**src/design/qds_pkg.sv**
```systemverilog
package qds_pkg;

    // ==========================================================
    // Word layout
    // ==========================================================
    localparam int WORD_BITS    = 16;
    localparam int CODE_BITS    = 12;
    localparam int ADDR_HI_POS  = 15;
    localparam int ADDR_LO_POS  = 14;
    localparam int SLEEP_POS    = 13;
    localparam int FAST_POS     = 12;
    localparam int CHANNELS     = 4;
    localparam int FIFO_DEPTH   = 8;

    // ==========================================================
    // Reset values
    // ==========================================================
    localparam logic [11:0] CODE_RESET = 12'h000;
    localparam logic [4:0]  CNT_RESET  = 5'h00;
    localparam logic [3:0]  SYNC_RESET = 4'hF;

endpackage : qds_pkg

```
**src/design/qds_fifo.sv**
```systemverilog
`timescale 1ns/10ps
`default_nettype none
module qds_fifo
    import qds_pkg::*;
#(
    parameter int WIDTH = 16,
    parameter int DEPTH = 8
) (
    input  wire logic             clock,
    input  wire logic             rst_b,
    input  wire logic             in_valid,
    output logic                  in_ready,
    input  wire logic [WIDTH-1:0] in_data,
    output logic                  out_valid,
    input  wire logic             out_ready,
    output logic      [WIDTH-1:0] out_data
);
    localparam int AW = $clog2(DEPTH);

    typedef struct packed {
        logic [DEPTH-1:0][WIDTH-1:0] mem;
        logic [AW-1:0]               rd;
        logic [AW-1:0]               wr;
        logic [AW:0]                 cnt;
    } qds_fifo_t;

    qds_fifo_t st;
    qds_fifo_t next_st;
    logic      push;
    logic      pop;

    // ==========================================================
    // Pointer and storage update
    // ==========================================================
    always_comb begin
        next_st = st;
        push = in_valid && (st.cnt != DEPTH[AW:0]);
        pop  = out_ready && (st.cnt != '0);
        if (push) begin
            next_st.mem[st.wr] = in_data;
            next_st.wr = st.wr + 1'b1;
        end
        if (pop) begin
            next_st.rd = st.rd + 1'b1;
        end
        next_st.cnt = st.cnt + {{AW{1'b0}}, push} - {{AW{1'b0}}, pop};
    end

    always_ff @(posedge clock or negedge rst_b) begin
        if (!rst_b) begin
            st <= '0;
        end else begin
            st <= next_st;
        end
    end

    // Full and empty come from the count, so both are exact
    assign in_ready  = (st.cnt != DEPTH[AW:0]);
    assign out_valid = (st.cnt != '0);
    assign out_data  = st.mem[st.rd];

endmodule : qds_fifo
`default_nettype wire

```
**src/design/qds_dac_if.sv**
```systemverilog
`timescale 1ns/10ps
`default_nettype none
// Summary of operation
// - Frame sync falling starts frame; bits shift MSB first on clock falls.
// - Word goes to addressed latch after sixteen bits or early frame sync rise.
// - Update on first clock rise after last bit, or on frame sync rise.
// - Reset clears all channel codes and control bits to zero.
// - Each channel code is an unsigned twelve-bit value.
// - Separate chip selects let several devices share sync, clock and data.
// - Bits 15:14 address, 13 sleep, 12 fast, 11:0 code.
// - Address 00 selects A, 01 B, 10 C, 11 D.
// - Outputs follow latched codes only while load strobe is low.
// - Low power-down input sleeps all channels, overriding sleep bits.
module qds_dac_if
    import qds_pkg::*;
(
    input  wire logic                  clock,
    input  wire logic                  rst_b,
    input  wire logic                  chip_select_n,
    input  wire logic                  frame_sync_n,
    input  wire logic                  serial_clock,
    input  wire logic                  serial_data,
    input  wire logic                  load_strobe_n,
    input  wire logic                  power_down_n,
    output logic [CHANNELS*12-1:0]     dac_code,
    output logic [CHANNELS-1:0]        channel_sleep,
    output logic [CHANNELS-1:0]        fast_settle,
    output logic                       word_busy
);
    typedef struct packed {
        logic [3:0][2:0]                  sync;
        logic [3:0]                       agreed;
        logic [WORD_BITS-1:0]             shift;
        logic [4:0]                       count;
        logic                             active;
        logic                             done;
        logic [CHANNELS-1:0][CODE_BITS-1:0] held;
        logic [CHANNELS-1:0]              held_sleep;
        logic [CHANNELS-1:0]              held_fast;
        logic [CHANNELS*12-1:0]           code_out;
        logic [CHANNELS-1:0]              sleep_out;
        logic [CHANNELS-1:0]              fast_out;
        logic                             busy_out;
    } qds_state_t;

    qds_state_t st;
    qds_state_t next_st;

    // Agreed level of a three-stage synchroniser: stages 2 and 3 agree
    function automatic logic settled(input logic [2:0] s, input logic prev);
        return (s[1] == s[2]) ? s[1] : prev;
    endfunction

    logic cs_q, fs_q, sck_q, din_q;
    logic cs_p, fs_p, sck_p;
    logic fs_fall, fs_rise, sck_fall, sck_rise;
    logic fifo_in_valid;
    logic fifo_in_ready;
    logic [WORD_BITS-1:0] fifo_in_data;
    logic fifo_out_valid;
    logic [WORD_BITS-1:0] fifo_out_data;
    logic [WORD_BITS-1:0] word;
    logic [1:0] ch;
    logic last_edge;

    // Agreed pin levels of the previous cycle; an edge is a change of agreement
    logic [3:0] next_agreed;

    // ==========================================================
    // Edge finding on the sampled pins
    // ==========================================================
    always_comb begin
        cs_p  = st.agreed[0];
        fs_p  = st.agreed[1];
        sck_p = st.agreed[2];
        cs_q  = settled(st.sync[0], cs_p);
        fs_q  = settled(st.sync[1], fs_p);
        sck_q = settled(st.sync[2], sck_p);
        din_q = st.sync[3][2];
        next_agreed = {st.agreed[3], sck_q, fs_q, cs_q};
        fs_fall  = fs_p && !fs_q && !cs_q;
        fs_rise  = !fs_p && fs_q;
        sck_fall = sck_p && !sck_q;
        sck_rise = !sck_p && sck_q;
    end

    // ==========================================================
    // Frame capture and latch control
    // ==========================================================
    always_comb begin
        next_st = st;
        fifo_in_valid = 1'b0;
        fifo_in_data  = st.shift;
        last_edge     = 1'b0;
        next_st.sync[0] = {st.sync[0][1:0], chip_select_n};
        next_st.sync[1] = {st.sync[1][1:0], frame_sync_n};
        next_st.sync[2] = {st.sync[2][1:0], serial_clock};
        next_st.sync[3] = {st.sync[3][1:0], serial_data};
        next_st.agreed  = next_agreed;
        // Restart count on every new frame
        if (fs_fall) begin
            next_st.active = 1'b1;
            next_st.done   = 1'b0;
            next_st.count  = CNT_RESET;
        end else if (st.active && cs_q) begin
            next_st.active = 1'b0;
        end else if (st.active && !st.done && sck_fall) begin
            next_st.shift = {st.shift[WORD_BITS-2:0], din_q};
            next_st.count = st.count + 5'h01;
            if (st.count == 5'(WORD_BITS - 1)) begin
                next_st.done = 1'b1;
            end
        end else if (st.active && st.done && sck_rise) begin
            last_edge = 1'b1;
        end else if (st.active && fs_rise) begin
            last_edge = 1'b1;
        end
        // Word leaves only when the FIFO has room; otherwise it waits for another closing edge
        if (last_edge && fifo_in_ready) begin
            fifo_in_valid = 1'b1;
            next_st.active = 1'b0;
            if (!st.done) begin
                // Short frame: align the received bits as a full word
                fifo_in_data = st.shift << (5'(WORD_BITS) - st.count);
            end
        end
        // Drain the FIFO into the addressed latch
        word = fifo_out_data;
        ch   = word[ADDR_HI_POS:ADDR_LO_POS];
        if (fifo_out_valid) begin
            next_st.held[ch]       = word[CODE_BITS-1:0];
            next_st.held_sleep[ch] = word[SLEEP_POS];
            next_st.held_fast[ch]  = word[FAST_POS];
        end
        // Outputs follow held values only while the load strobe is low
        if (!load_strobe_n) begin
            next_st.code_out = st.held;
            next_st.fast_out = st.held_fast;
            next_st.sleep_out = st.held_sleep;
        end
        if (!power_down_n) begin
            next_st.sleep_out = '1;
        end
        next_st.busy_out = next_st.active;
    end

    always_ff @(posedge clock or negedge rst_b) begin
        if (!rst_b) begin
            st <= '0;
            st.sync <= {4{3'b111}};
            st.agreed <= SYNC_RESET;
        end else begin
            st <= next_st;
        end
    end

    qds_fifo #(
        .WIDTH (WORD_BITS),
        .DEPTH (FIFO_DEPTH)
    ) u_fifo (
        .clock     (clock),
        .rst_b     (rst_b),
        .in_valid  (fifo_in_valid),
        .in_ready  (fifo_in_ready),
        .in_data   (fifo_in_data),
        .out_valid (fifo_out_valid),
        .out_ready (1'b1),
        .out_data  (fifo_out_data)
    );

    assign dac_code      = st.code_out;
    assign channel_sleep = st.sleep_out;
    assign fast_settle   = st.fast_out;
    assign word_busy     = st.busy_out;

    // ==========================================================
    // Checks
    // ==========================================================
    chk_pd_override: assert property (@(posedge clock) disable iff (!rst_b)
        !power_down_n |=> channel_sleep == '1)
        else $error("power-down input did not sleep all channels");
    chk_strobe_hold: assert property (@(posedge clock) disable iff (!rst_b)
        load_strobe_n && $past(load_strobe_n) && power_down_n |-> $stable(dac_code))
        else $error("outputs moved while load strobe high");
    chk_frame_start: assert property (@(posedge clock) disable iff (!rst_b)
        fs_fall |=> st.active && st.count == 5'h00)
        else $error("frame start did not reset count");
    chk_word_push: assert property (@(posedge clock) disable iff (!rst_b)
        fifo_in_valid |=> !st.active)
        else $error("capture stayed active after word latch");
    chk_latch_write: assert property (@(posedge clock) disable iff (!rst_b)
        fifo_out_valid |=> st.held[$past(ch)] == $past(fifo_out_data[11:0]))
        else $error("latch not written with word code");
    chk_idle_ignore: assert property (@(posedge clock) disable iff (!rst_b)
        !st.active && !fs_fall |=> $stable(st.shift))
        else $error("shift register moved outside a frame");
    chk_count_cap: assert property (@(posedge clock) disable iff (!rst_b)
        st.count <= 5'h10)
        else $error("bit count passed sixteen");
    chk_cs_block: assert property (@(posedge clock) disable iff (!rst_b)
        cs_q && !st.active |=> !st.active)
        else $error("frame accepted while deselected");
    chk_shift_order: assert property (@(posedge clock) disable iff (!rst_b)
        st.active && !st.done && sck_fall && !fs_fall && !cs_q
        |=> st.shift[0] == $past(din_q) && st.count == $past(st.count) + 5'h01)
        else $error("bit not shifted in on serial clock fall");
    chk_lsb_update: assert property (@(posedge clock) disable iff (!rst_b)
        st.active && st.done && sck_rise && !fs_fall && !cs_q && fifo_in_ready
        |-> fifo_in_valid)
        else $error("word not pushed on clock rise after last bit");
    chk_short_latch: assert property (@(posedge clock) disable iff (!rst_b)
        st.active && !st.done && fs_rise && !cs_q && !sck_fall && fifo_in_ready
        |-> fifo_in_valid)
        else $error("cut frame was not latched");
    chk_code_load: assert property (@(posedge clock) disable iff (!rst_b)
        !load_strobe_n |=> dac_code == $past(st.held))
        else $error("outputs did not follow held codes with load strobe low");

endmodule : qds_dac_if
`default_nettype wire

```
**config.mk**
```make
export PLATFORM = sky130hd
export DESIGN_NAME = qds_dac_if
export DESIGN_NICKNAME = d
export VERILOG_FILES = /design/src/design/qds_pkg.sv /design/src/design/qds_fifo.sv /design/src/design/qds_dac_if.sv
export SDC_FILE = /design/constraint.sdc
export NUM_CORES = 1
export LEC_CHECK = 0
export CAP_MARGIN = 25
export CORE_MARGIN = 2
export CORE_UTILIZATION = 55
export CTS_BUF_LIST = sky130_fd_sc_hd__clkbuf_16
export DETAILED_ROUTE_END_ITERATION = 8
export DONT_BUFFER_PORTS = 1
export GPL_ROUTABILITY_DRIVEN = 0
export MAX_ROUTING_LAYER = met4
export PLACE_DENSITY = 0.7
export SLEW_MARGIN = 5
export SYNTH_ARGS = -nofsm -noshare
export SYNTH_HDL_FRONTEND = slang
export SYNTH_SLANG_ARGS = --single-unit
```
**constraint.sdc**
```tcl
create_clock -name clock -period 5.7 [get_ports clock]
set_input_delay 1.14 -clock clock [delete_from_list [all_inputs] [get_ports clock]]
set_output_delay 1.14 -clock clock [all_outputs]
set_load 0.02 [all_outputs]
```
== After elaboration in Yosys (flattened, before gate mapping) ==
Cells that the tools add are included.

* Order comparisons: 5
* $add $sub $neg: 6
* Mux-type cells: 33
* Bitwise logic cells: 2
* Equal/unequal tests: 7
* Reductions and logical operators: 28
* Shift operators: 1

{| class="wikitable"
|+ Operators by type and width
! cell !! count
|-
| $bwmux W128 || 1
|-
| $mux W16 || 4
|-
| $bmux W16 S3 || 1
|-
| $bwmux W48 || 1
|-
| $demux W16 S3 || 1
|-
| $demux W12 S2 || 1
|-
| $shl A16 B5 Y16 || 1
|-
| $logic_and A1 B1 Y1 || 15
|-
| $mux W1 || 15
|-
| $mux W12 || 1
|-
| $mux W5 || 2
|-
| $bwmux W4 || 2
|-
| $lt A3 B4 Y1 const B || 2
|-
| $mux W8 || 1
|-
| $mux W7 || 1
|-
| $add A3 B1 Y3 const B || 2
|-
| $logic_not A1 Y1 || 6
|-
| $reduce_and A3 Y1 || 2
|-
| $add A5 B1 Y5 const B || 1
|-
| $eq A5 B4 Y1 const B || 1
|-
| $sub A5 B5 Y5 const A || 1
|-
| $add A4 B1 Y4 || 1
|-
| $mux W4 || 1
|-
| $ne A2 B2 Y1 const B || 2
|-
| 12 further kinds || 16
|}

* Flip-flop bits (word level): 288
* Word-level logic and storage cells: 111
* Input bits: 8

== Logic depth before layout (Yosys ltp) ==
* Word-level depth: 14
* Mapped depth: 11

== Cells and area by module ==
From an unflattened synthesis, not the netlist that was laid out.

* Cell total of the unflattened synthesis: 902
* Area, all modules: 13287.7 sq um

{| class="wikitable"
|+ Modules (own cells, without submodules)
! module !! cells an instance !! seq. area each (sq um) !! area an instance (sq um) !! times used
|-
| qds_dac_if || 521 || 3772.4 || 6916.6 || 1
|-
| qds_fifo || 381 || 3453.3 || 6371.1 || 1
|}

== Worst setup path after synthesis ==
Ideal clock, no wire load.

* Path type: register to register
* Start: register st[115] in the netlist's numbering
* End: register u_fifo.st[135] in the netlist's numbering
* Period minus slack after synthesis: 2753 ps
* Setup slack: 2947 ps
* Buffers on the path: 4
* Cell stages (with the launch flop): 11
* Arrival time: 2607 ps
* Path through: dfrtp_1 buf_4 buf_2 inv_1 ha_1 buf_2 buf_2 mux4_2 mux2_2 o211ai_1 a31oi_1

* Word-level cells in the longest chain between the ends: 5

{| class="wikitable"
|+ Ends and longest elaborated chain
! what !! RTL line !! RTL
|-
| from (decl) || qds_dac_if.sv:46 || <nowiki>qds_state_t st;</nowiki>
|-
| from (signal assigned) || qds_dac_if.sv:153 || <nowiki>st <= next_st;</nowiki>
|-
| $sub A5 B5 Y5 || qds_dac_if.sv:124 || <nowiki>fifo_in_data = st.shift << (5'(WORD_BITS) - st.count);</nowiki>
|-
| $shl A16 B5 Y16 || qds_dac_if.sv:124 ||
|-
| $mux W16 || qds_dac_if.sv:122 || <nowiki>if (!st.done) begin</nowiki>
|-
| $mux W16 || qds_dac_if.sv:119 || <nowiki>if (last_edge && fifo_in_ready) begin</nowiki>
|-
| $bwmux W128 || qds_fifo.sv:40 || <nowiki>next_st.mem[st.wr] = in_data;</nowiki>
|-
| to (signal assigned) || qds_fifo.sv:53 || <nowiki>st <= next_st;</nowiki>
|-
| to (decl) || qds_fifo.sv:27 || <nowiki>qds_fifo_t st;</nowiki>
|}

Every way passes these cells.
A chain may end at the register's enable or synchronous reset.

== Worst setup path after layout ==
* Start: register st[116] in the netlist's numbering
* End: register u_fifo.st[25] in the netlist's numbering

Same word-level chain as after synthesis.

==> metrics.txt <==
Die Ht 160 um; die area 0.0258 sq mm; Port Buf Inserts 0; # Post-CTS Setup Buffers 0; clock skew 25.7 ps; iteration-0 DRC count of the detailed router 717; core region area 0.0242 sq mm; Final Critical Period 3000 ps; worst setup margin 2700 ps; slowest CP cell ha_1; Synth Area in Compound Gates 0.0645; Async S/R FF share, synth 1.00; I/O pin count 65; Clock Sinks 288; pwr dens 344 mW/mm^2; Die X-Extent 160 um; mux contribution to synthesized area 0.240; met2 Use GR 0.346; average cell area after synthesis 12.9 sq um; Final Max Slew Viols 0; Post-Synth XOR/XNOR Area 0.00650; met3 usage 0.0367; CP arrival 3390 ps; clk_lat worst skew 570 ps; post-placement cell count 1268; vias in the first global route 7874; RSZ-0062 raised after global routing false; root buf cell clkbuf_16; WL/cell 20.0 um; EDFF count, synth 0; CP Depth 6; CP delay by family, top multiplexers; final setup fails 0; H-tree depth 1; Reg-to-Reg Start st[116]; clock buffer count from CTS 30; Post-Place Worst Slack 2690 ps; Detail Placement HPWL 16.9 mm; post-synthesis register bit count 288; number of hold-slack violations in the final timing report 0; Max Clk Rate 333 MHz; post-synthesis adder-cell area fraction 0.0140; via count 7707; Mapped Nets 1066; Inserted Diodes 0; crit path capture u_fifo.st[25]; Most common cell on crit path mux4_2; vias per cell 5.83; Rel. slew slack 0.394; Synth Warn # 0; Crit Path Class reg -> reg; synth unique cells 65; Post-Route Setup TNS 0 ps; CP max stage delay 770 ps; crit end category flip-flop; total track usage 0.222; Resize count post-CTS 0; final worst path period share 0.526; Critical Path, Cell by Cell inv_1, ha_1, mux4_2, mux4_2, a22oi_4, a21oi_1; Crit Reg-Reg Endpoint u_fifo.st[25]; drt first pass iters 5; nets 996; CTS tree done; share of cells above drive strength 1 0.312; Hold Buf Count CTS 0; # DRC 0; initial core utilization 0.557; post-synthesis sequential area ratio 0.537; combinational family with the most area after synthesis multiplexers; Site Rows 57; Least-Margin Pin Slew 906 ps; Cell Area, Synth 0.0135 sq mm; Post-Layout Cell Count 1323; pin count of the biggest net entering global routing 289; Critical Path Start st[116]; sum of buffers and inverters on the critical path 1; clock slew at reported path FFs 60 ps; Primary FF master, synth dfrtp_1; global-route wire length before repair 44.2 mm; clock buffer depth 3; Startpoint Class flip-flop; Lkg Pwr 6.63 nW; critical-path maximum fanout 19; DRT antenna net count 0; Reg2Reg Setup Slack 2700 ps; maximum VDD drop 0.000263 V; grt peak-use layer met2; synthesis-to-finish area growth 5.53%; Synth Area in Simple Gates 0.0821; Max Cap Viol 0; grt met1 use 0.308; Syn Inst Count 1046; final WL 26.5 mm; total gr overflow 0; status complete, no violations; Worst EP required 6090 ps; Worst Reg-to-Reg Cells 6; initial antenna violation count 0; Hold WC Path Type in -> async
[cell usage after synthesis, types with 23 or more instances]
cell type,n,share of area
dfrtp_1,273,0.51
mux2_2,166,0.14
nand2_1,128,0.036
buf_4,58,0.032
o21ai_0,56,0.021
nor2_1,50,0.014
mux4_2,48,0.080
clkbuf_1,29,0.0081
a31oi_1,25,0.012
buf_2,23,0.0085
[stage by stage]
stage          power (W)  hold WS (ps)   util  cell area [sq um]
2_1_floorplan    0.00298           345      -              13500
6_report         0.00489           274  0.588              14200
4_1_cts          0.00495           250  0.588              14200
3_3_place_gp     0.00309           347  0.549              13300
3_5_place_dp     0.00311           348  0.549              13300
5_1_grt          0.00512           245  0.588              14200
[cell families (layout without fill, tap and decap cells)]
logic type / count (synthesis) / after routing
muxes: 235 / 235
and+or+nand+nor: 234 / 234
AOI/OAI and AO/OA: 133 / 133
xor gates and xnor gates: 10 / 10
DFF: 288 / 288
buffers and inverters: 131 / 84
adders and majority gates: 15 / 15
[area by class of cell]
class                      instances  area, sq um
timing repair buffer              13         97.6
sequential                       288         7230
clock buffer                      30          751
tap                              324          405
multi-input combinational        627         5490
clock inverter                    25          184
inverter                          16         60.1
fill                            1857         9970
[sequential cells by signal (all words and copies together) (netlist names)]
| signal | cells |
|---|---|
| u_fifo.st | 138 |
| st | 81 |
| dac_code | 48 |
| next_st | 8 |
| channel_sleep | 4 |
| fast_settle | 4 |
| cs_p | 1 |
| din_q | 1 |
| fs_p | 1 |
| sck_p | 1 |
| word_busy | 1 |
[worst register-to-register path, stage by stage, from the launching register on]
cell and delay, ps:
dfrtp_1 480, inv_1 70, ha_1 770, mux4_2 580, mux4_2 490, a22oi_4 310
a21oi_1 130
[layout by cell type (no fill, tap or decap), types with 7 or more instances in the layout]
master / instances
inv_1: 25
ha_1: 11
dfstp_2: 15
mux2i_1: 15
dfrtp_1: 271
buf_4: 13
nand4_1: 7
mux4_2: 48
nand2_1: 128
o21ai_0: 56
a21oi_1: 15
o21ai_1: 8
clkinv_1: 7
clkbuf_16: 30
nor2_1: 50
a31oi_1: 25
mux2_2: 166
[report_power, final]
part	switching (W)	internal [W]	leakage, nW	total [W]
Clock	0.000780	0.00104	0.496	0.00182
Sequential	0.000176	0.00217	3.93	0.00235
Combinational	0.000361	0.000356	2.20	0.000717
Total	0.00132	0.00357	6.63	0.00489
[layer usage]
layer | share of wire | vias to the layer above | wire length, um
li1 | - | 3548 | -
met1 | 0.46 | 3924 | 12100
met2 | 0.47 | 189 | 12500
met3 | 0.050 | 46 | 1320
met4 | 0.024 | 0 | 629
met5 | 0 | - | 0
[worst min-delay path by stage]
stage                  from           to  slack (ps)  cells past startpoint
2_1_floorplan  next_st[151]        din_q         350                      0
3_5_place_dp   next_st[151]        din_q         350                      0
3_3_place_gp   next_st[151]        din_q         350                      0
6_report              rst_b  dac_code[2]         270                      0
4_1_cts               rst_b  dac_code[2]         250                      0
5_1_grt               rst_b  dac_code[2]         250                      0
No activity file was read; power rests on OpenSTA's default activity.
